File: src/hdl/amg_pkg.sv
// Purpose: shared constants and types for the mixer path gain register bank
// Assumes: 16-bit control words, registers indexed by 8-bit address
// Notes: gain codes are three bits, 000 cuts the path
`default_nettype none

package amg_pkg;

   // register addresses on the control interface
   localparam logic [7:0] AMG_OUTMIX_L_ADDR = 8'h60;
   localparam logic [7:0] AMG_OUTMIX_R_ADDR = 8'h61;
   localparam logic [7:0] AMG_RECMIX_L_ADDR = 8'h62;

   // register geometry
   localparam int AMG_DATA_W = 16;
   localparam int AMG_CODE_W = 3;
   localparam int AMG_NREG = 3;
   localparam int AMG_NPATH = 8;

   // field positions (low bit of each code)
   localparam int AMG_AUX3L_OUTL_LSB = 9;
   localparam int AMG_RAMP_OUTL_LSB = 5;
   localparam int AMG_LAMP_OUTL_LSB = 1;
   localparam int AMG_AUX3R_OUTR_LSB = 13;
   localparam int AMG_RAMP_OUTR_LSB = 5;
   localparam int AMG_LAMP_OUTR_LSB = 1;
   localparam int AMG_AUX3L_REC_LSB = 9;
   localparam int AMG_AUX2L_REC_LSB = 1;
   localparam int AMG_BOOST_BIT = 0;

   // writable bits per register, the rest read as zero
   localparam logic [15:0] AMG_OUTMIX_L_MASK = 16'h0EEE;
   localparam logic [15:0] AMG_OUTMIX_R_MASK = 16'hE0EE;
   localparam logic [15:0] AMG_RECMIX_L_MASK = 16'h0E0F;

   // reset values
   localparam logic [15:0] AMG_REG_RST = 16'h0000;
   localparam logic [2:0] AMG_CODE_OFF = 3'h0;

   // gain law: code 001 is the floor, each code above adds a step
   localparam logic signed [4:0] AMG_GAIN_MIN_DB = -5'sd12;
   localparam logic signed [4:0] AMG_GAIN_STEP_DB = 5'sd3;
   localparam logic [4:0] AMG_BOOST_ON_DB = 5'h14;
   localparam logic [4:0] AMG_BOOST_OFF_DB = 5'h00;

   // host request carrier
   typedef struct packed {
      logic wr;
      logic rd;
      logic [7:0] addr;
      logic [15:0] wdata;
   } amg_req_t;

   // decoded state of one mixer path
   typedef struct packed {
      logic connected;
      logic signed [4:0] gain_db;
   } amg_path_t;

   // turn a three-bit code into connect flag and gain in dB
   function automatic amg_path_t amg_decode(input logic [2:0] code);
      amg_path_t p;
      logic signed [4:0] steps;
      steps = signed'({2'b00, code - 3'h1});
      p.connected = (code != AMG_CODE_OFF);
      p.gain_db = p.connected ? (AMG_GAIN_MIN_DB + AMG_GAIN_STEP_DB * steps) : 5'sd0;
      return p;
   endfunction : amg_decode

endpackage : amg_pkg

`default_nettype wire

File: src/hdl/amg_regs.sv
// Purpose: mixer path gain register bank with decoded gain outputs
// Assumes: requests synchronous to mclk, one request per cycle at most
// Notes: decoded outputs follow the stored codes in the same edge
// Contract
// - left out mixer bits 11:9 third left aux
// - left out mixer bits 7:5 right amp
// - left out mixer bits 3:1 left amp
// - right out mixer bits 15:13 third right aux
// - right out mixer bits 7:5 right amp
// - right out mixer bits 3:1 left amp
// - record mixer bits 11:9 third left aux
// - record mixer bits 3:1 second left aux
// - code 000 cuts, 001 -12dB, 111 +6dB
// - record mixer bit 0 adds 20dB boost
`default_nettype none

module amg_regs
   import amg_pkg::*;
(
   input wire logic mclk, // 200 MHz clock
   input wire logic rst, // synchronous reset, high
   input wire logic ce, // clock enable, low freezes all state unless rst is high
   input wire amg_req_t req, // host register request
   output logic reg_hit, // request address is mapped
   output logic [15:0] reg_rdata, // read data, held until next read
   output amg_path_t aux3_left_to_outmix_left_gain, // third left aux to left out
   output amg_path_t right_amp_to_outmix_left_gain, // right amp to left out
   output amg_path_t left_amp_to_outmix_left_gain, // left amp to left out
   output amg_path_t aux3_right_to_outmix_right_gain, // third right aux to right out
   output amg_path_t right_amp_to_outmix_right_gain, // right amp to right out
   output amg_path_t left_amp_to_outmix_right_gain, // left amp to right out
   output amg_path_t aux3_left_to_recmix_gain, // third left aux to record
   output amg_path_t aux2_left_to_recmix_gain, // second left aux to record
   output logic left_amp_record_boost, // left amp boost enable
   output logic [4:0] left_amp_boost_db // boost in dB, 0 or 20
);

   // stored registers and their next values
   logic [15:0] regs_q [AMG_NREG]; // masked register contents
   logic [15:0] regs_d [AMG_NREG]; // next register contents
   logic [15:0] rdata_d; // next read data
   amg_path_t path_q [AMG_NPATH]; // decoded path state
   amg_path_t path_d [AMG_NPATH]; // next decoded path state
   logic [2:0] code_d [AMG_NPATH]; // code fields of next state
   logic boost_q; // stored boost bit

   // address decode
   // reg_hit ignores the strobes, so a host can probe the map without side effects
   wire sel_outl = (req.addr == AMG_OUTMIX_L_ADDR); // left out mixer
   wire sel_outr = (req.addr == AMG_OUTMIX_R_ADDR); // right out mixer
   wire sel_rec = (req.addr == AMG_RECMIX_L_ADDR); // record mixer
   wire wr_outl = ce && req.wr && sel_outl; // write strobes
   wire wr_outr = ce && req.wr && sel_outr;
   wire wr_rec = ce && req.wr && sel_rec;

   assign reg_hit = sel_outl || sel_outr || sel_rec;

   // next register values; only field bits are kept
   // masking on the way in lets the read mux pass stored words straight out
   assign regs_d[0] = wr_outl ? (req.wdata & AMG_OUTMIX_L_MASK) : regs_q[0];
   assign regs_d[1] = wr_outr ? (req.wdata & AMG_OUTMIX_R_MASK) : regs_q[1];
   assign regs_d[2] = wr_rec ? (req.wdata & AMG_RECMIX_L_MASK) : regs_q[2];

   // read mux, unmapped reads return zero
   // a read beside a write sees the word from before the edge
   assign rdata_d = sel_outl ? regs_q[0] :
                    sel_outr ? regs_q[1] :
                    sel_rec ? regs_q[2] : 16'h0000;

   // field extraction from the next state
   // taken from the next state so the decoded flops land with the word
   assign code_d[0] = regs_d[0][AMG_AUX3L_OUTL_LSB +: AMG_CODE_W];
   assign code_d[1] = regs_d[0][AMG_RAMP_OUTL_LSB +: AMG_CODE_W];
   assign code_d[2] = regs_d[0][AMG_LAMP_OUTL_LSB +: AMG_CODE_W];
   assign code_d[3] = regs_d[1][AMG_AUX3R_OUTR_LSB +: AMG_CODE_W];
   assign code_d[4] = regs_d[1][AMG_RAMP_OUTR_LSB +: AMG_CODE_W];
   assign code_d[5] = regs_d[1][AMG_LAMP_OUTR_LSB +: AMG_CODE_W];
   assign code_d[6] = regs_d[2][AMG_AUX3L_REC_LSB +: AMG_CODE_W];
   assign code_d[7] = regs_d[2][AMG_AUX2L_REC_LSB +: AMG_CODE_W];

   // one decoder per path
   // each instance is pure logic; the flops that hold the result follow below
   for (genvar i = 0; i < AMG_NPATH; i++) begin : g_dec
      assign path_d[i] = amg_decode(code_d[i]);
   end

   // register storage
   // reset wins over the enable, so a held-off clock enable still clears
   always_ff @(posedge mclk) begin
      if (rst) begin
         // all fields reset to path cut, boost off
         for (int r = 0; r < AMG_NREG; r++) begin
            regs_q[r] <= AMG_REG_RST;
         end
      end else if (ce) begin
         for (int r = 0; r < AMG_NREG; r++) begin
            regs_q[r] <= regs_d[r];
         end
      end
   end

   // decoded path state, updated with the codes
   always_ff @(posedge mclk) begin
      if (rst) begin
         for (int p = 0; p < AMG_NPATH; p++) begin
            path_q[p] <= '0;
         end
         boost_q <= 1'b0;
      end else if (ce) begin
         for (int p = 0; p < AMG_NPATH; p++) begin
            path_q[p] <= path_d[p];
         end
         boost_q <= regs_d[2][AMG_BOOST_BIT];
      end
   end

   // read data, captured on a read request
   always_ff @(posedge mclk) begin
      if (rst) begin
         reg_rdata <= 16'h0000;
      end else if (ce && req.rd) begin
         reg_rdata <= rdata_d;
      end
   end

   // named path outputs
   // outputs come straight from flops, except left_amp_boost_db, which is muxed from boost_q
   assign aux3_left_to_outmix_left_gain = path_q[0];
   assign right_amp_to_outmix_left_gain = path_q[1];
   assign left_amp_to_outmix_left_gain = path_q[2];
   assign aux3_right_to_outmix_right_gain = path_q[3];
   assign right_amp_to_outmix_right_gain = path_q[4];
   assign left_amp_to_outmix_right_gain = path_q[5];
   assign aux3_left_to_recmix_gain = path_q[6];
   assign aux2_left_to_recmix_gain = path_q[7];
   assign left_amp_record_boost = boost_q;
   assign left_amp_boost_db = boost_q ? AMG_BOOST_ON_DB : AMG_BOOST_OFF_DB;
endmodule : amg_regs

`default_nettype wire

File: config.mk
export PLATFORM = sky130hd
export DESIGN_NAME = amg_regs
export DESIGN_NICKNAME = d
export VERILOG_FILES = /design/src/hdl/amg_pkg.sv /design/src/hdl/amg_regs.sv
export SDC_FILE = /design/constraint.sdc
export NUM_CORES = 1
export LEC_CHECK = 0
export ABC_AREA = 1
export BUFFER_PORTS_ARGS = -buffer_cell sky130_fd_sc_hd__buf_4
export CORE_MARGIN = 5
export CORE_UTILIZATION = 50
export DETAILED_ROUTE_END_ITERATION = 10
export MAX_ROUTING_LAYER = met4
export PLACE_DENSITY = 0.7
export SYNTH_ARGS = -nofsm -noshare
export SYNTH_HDL_FRONTEND = slang
export SYNTH_SLANG_ARGS = --single-unit
File: constraint.sdc
create_clock -name mclk -period 5.88 [get_ports mclk]
set_input_delay 0.588 -clock mclk [delete_from_list [all_inputs] [get_ports mclk]]
set_output_delay 0.588 -clock mclk [all_outputs]
set_load 0.02 [all_outputs]
==> impl_metrics.csv <==
group,metric,value,unit
clocking,hold_buffers,0,
logic_synthesis,synth_xor_area_frac,0,
die,start_util,0.514,
hold_path,holdCritPathClass,"reg -> reg",
layout,fin_nets,633,
power_and_ir_drop,ir_drop,0.112,mV
setup_path,crit_arrival,3.23,ns
timing,tns,0,ns
layout,nFillCells,788,
timing,finalSetupViolCount,0,
logic_synthesis,synth_top_family_by_area,"simple AND/OR/NAND/NOR gates",
setup_path,cp_cell_sequence,"buf_4 > nand2_2 > inv_2 > nand3_2 > clkinv_2 > o21ai_0 > ha_1 > nand3b_1 > nand2_1 > inv_1 > ha_1 > ha_1 > ha_1 > inv_1 > nand3_1 > nor2_1",
global_routing,grt_overflow_total,0,
route,drt_iter0_markers,188,
power_and_ir_drop,p_int,1.03,mW
clocking,post_cts_resized,0,
route,routed-via-count,3451,
setup_path,critical_path.slowest_cell,"o21ai_0",
place,gp_congestion,0.862,
place,dpl.cell_count,691,
timing,rsz0062_at_grt,"false",
logic_synthesis,synthArstFlopShare,0,
layout,diodes,0,
timing,whs,0.473,ns
timing,maxSlewViolCount,0,
setup_path,path_common_cell,"ha_1",
logic_synthesis,synth-simple-area-share,0.243,
logic_synthesis,syn_area,4750,µm²
clocking,post_cts_buffers,0,
power_and_ir_drop,powerDensity,250,nW/µm²
power_and_ir_drop,switching_share,0.275,
power_and_ir_drop,p_clk_frac,0.303,
logic_synthesis,synth.avg_cell_area,9.85,µm²
die,core-area,9240,µm²
logic_synthesis,ys_types,33,
die,die_area,11500,µm²
place,io_buffers,90,
route,post_drt_via_cell_ratio,4.88,
logic_synthesis,synth_seq_area_share,0.521,
route,drc,0,
die,io_pins,100,
clocking,cts.clk_slew.worst_paths,0.09,ns
global_routing,antenna_found_initial,0,
clocking,cts_tree,"yes",
logic_synthesis,ys.flop_type,"edfxtp_1",
logic_synthesis,synth_warnings,0,
die,die_width,107,µm
clocking,root_buffer,"clkbuf_8",
logic_synthesis,synth_edf_count,73,
global_routing,grt_pass1_vias,3461,
timing,hold_viol,0,
timing,min_period_over_period,0.510,
die,die_h,107,µm
power_and_ir_drop,power_frac_seq,0.512,
route,routedWlPerCell,14.2,µm
layout,regArea,2470,µm²
status,status,"finished, final reports clean",
logic_synthesis,synthCells,482,
layout,layoutNonFillerInstCount,707,
setup_path,critPathRequiredTime,6.11,ns
timing,finClkSkew,0.00606,ns
logic_synthesis,synth_compound_area_frac,0.0487,
place,post-place-ws,2.48,ns
place,placed_area,5500,µm²
setup_path,path_class,"in -> reg",
layout,mostFrequentLayoutCells,"buf_4, nand2_1, edfxtp_1, inv_1, nor2_1",
route,wirelength,10100,µm
global_routing,grtUsageTotal,0.189,
setup_path,crit_path_max_fanout,13,
layout,drive_above_1_share,0.301,
flow_run,drv_cap,0,
timing,worst_slew_pin_slew,0.839,ns
timing,slew_headroom,0.439,
global_routing,grt_pass1_wl,16400,µm
global_routing,grt_max_degree,39,
clocking,cts_buffers,9,
layout,final_common_cell,"buf_4",
die,rows,35,
power_and_ir_drop,p_comb_frac,0.185,
route,drt-pass1-iter-count,5,
setup_path,endpoint_kind,"flop",
layout,multi_input_area,1860,µm²
clocking,clk_latency,0.36,ns
place,post-dp-hpwl,7430,µm
setup_path,cpPeakStageDelay,0.48,ns
layout,fin_area,5700,µm²
route,ant_nets,0,
layout,area_delta_synth_final,20.0,%
logic_synthesis,synthAdderAreaFrac,0.0943,
clocking,cts_sinks,87,
setup_path,cp_num_buf_inv,5,
power_and_ir_drop,switchingPower,393,µW
timing,period_minus_slack,3.00,ns
setup_path,cp_top_family,"adder cells",
power_and_ir_drop,power_leakage,2.74,nW
setup_path,cp-start-kind,"input port",
logic_synthesis,synthMuxAreaShare,0,
timing,fin_ws,2.88,ns
clocking,cts_buffer_depth,2,
timing,fmax,334,MHz
clocking,htreeDepth,3,
logic_synthesis,ys_seq_elements,87,
-- power groups by stage --
stage	Clock, mW	Combinational [mW]	Sequential [mW]
finish	0.432	0.264	0.729
CTS	0.435	0.268	0.730
global route	0.460	0.296	0.735
floorplan	0	0.136	0.784
detailed placement	0	0.267	0.744
global placement	0	0.260	0.743
-- final timing paths --
kind                                                  start                     endpoint  slack, ns  cells past startpoint
worst max-delay path                                     ce  path_q[0][22]$_SDFFCE_PN0P_       2.88                     16
worst min-delay path              reg_rdata[0]$_SDFFE_PP0P_    reg_rdata[0]$_SDFFE_PP0P_       0.47                      2
worst max register to register  regs_q[0][30]$_SDFFCE_PN0P_  path_q[0][22]$_SDFFCE_PN0P_       3.60                     11
worst min register to register    reg_rdata[0]$_SDFFE_PP0P_    reg_rdata[0]$_SDFFE_PP0P_       0.47                      2
-- synth_stat cells, types with 9 or more instances --
cell type,n,area (µm²)
nor2_1,58,218
nor2_2,11,68.8
ha_1,23,288
buf_4,10,75.1
nand3_2,9,90.1
edfxtp_1,73,2190
o21ai_2,12,105
a21oi_1,9,45.0
nand2_1,83,312
nand3_1,33,165
inv_2,12,45.0
inv_1,71,267
dfxtp_1,14,280
-- layout make-up --
| type | count | share of cell area |
|---|---|---|
| clock buffers | 13 | 0.0279 |
| clock inverters | 3 | 0.00724 |
| inverters | 86 | 0.0568 |
| multi-input cells | 298 | 0.326 |
| flip-flops and latches | 87 | 0.434 |
| well taps | 129 | 0.0283 |
| repair buffers | 91 | 0.120 |
-- metal layers --
| metal | global-route usage | share of wire | vias to the layer above |
|---|---|---|---|
| li1 | - | - | 1709 |
| met1 | 0.237 | 0.43 | 1626 |
| met2 | 0.308 | 0.49 | 104 |
| met3 | 0.0330 | 0.065 | 12 |
| met4 | 0.0703 | 0.017 | 0 |
| met5 | - | 0 | - |
-- worst reg2reg max path, delay by kind of cell (launching register included) --
family          cells  cell delay, ns
buf+inv             2            0.15
flops               1            0.39
fa+ha+maj           4            0.85
compound gates      1            0.43
simple gates        4            0.34
-- through the flow --
step	utilization	power (mW)
after CTS	0.617	1.43
after floorplan	-	0.919
after global routing	0.617	1.49
after global placement	0.595	1.00
after detailed placement	0.595	1.01
final	0.617	1.43
-- logic make-up after synthesis --
family,Yosys count
adder cells (fa/ha/maj),31
buffers and inverters,102
other,1
AND/OR/NAND/NOR,227
flip-flops,87
AO/OA/AOI/OAI,34
-- registers in the layout, indices dropped and copies added (netlist names) --
name                   flops
left_amp_record_boost      1
path_q                    48
reg_rdata                 13
regs_q                    25
No activity file was read; power rests on OpenSTA's default activity.
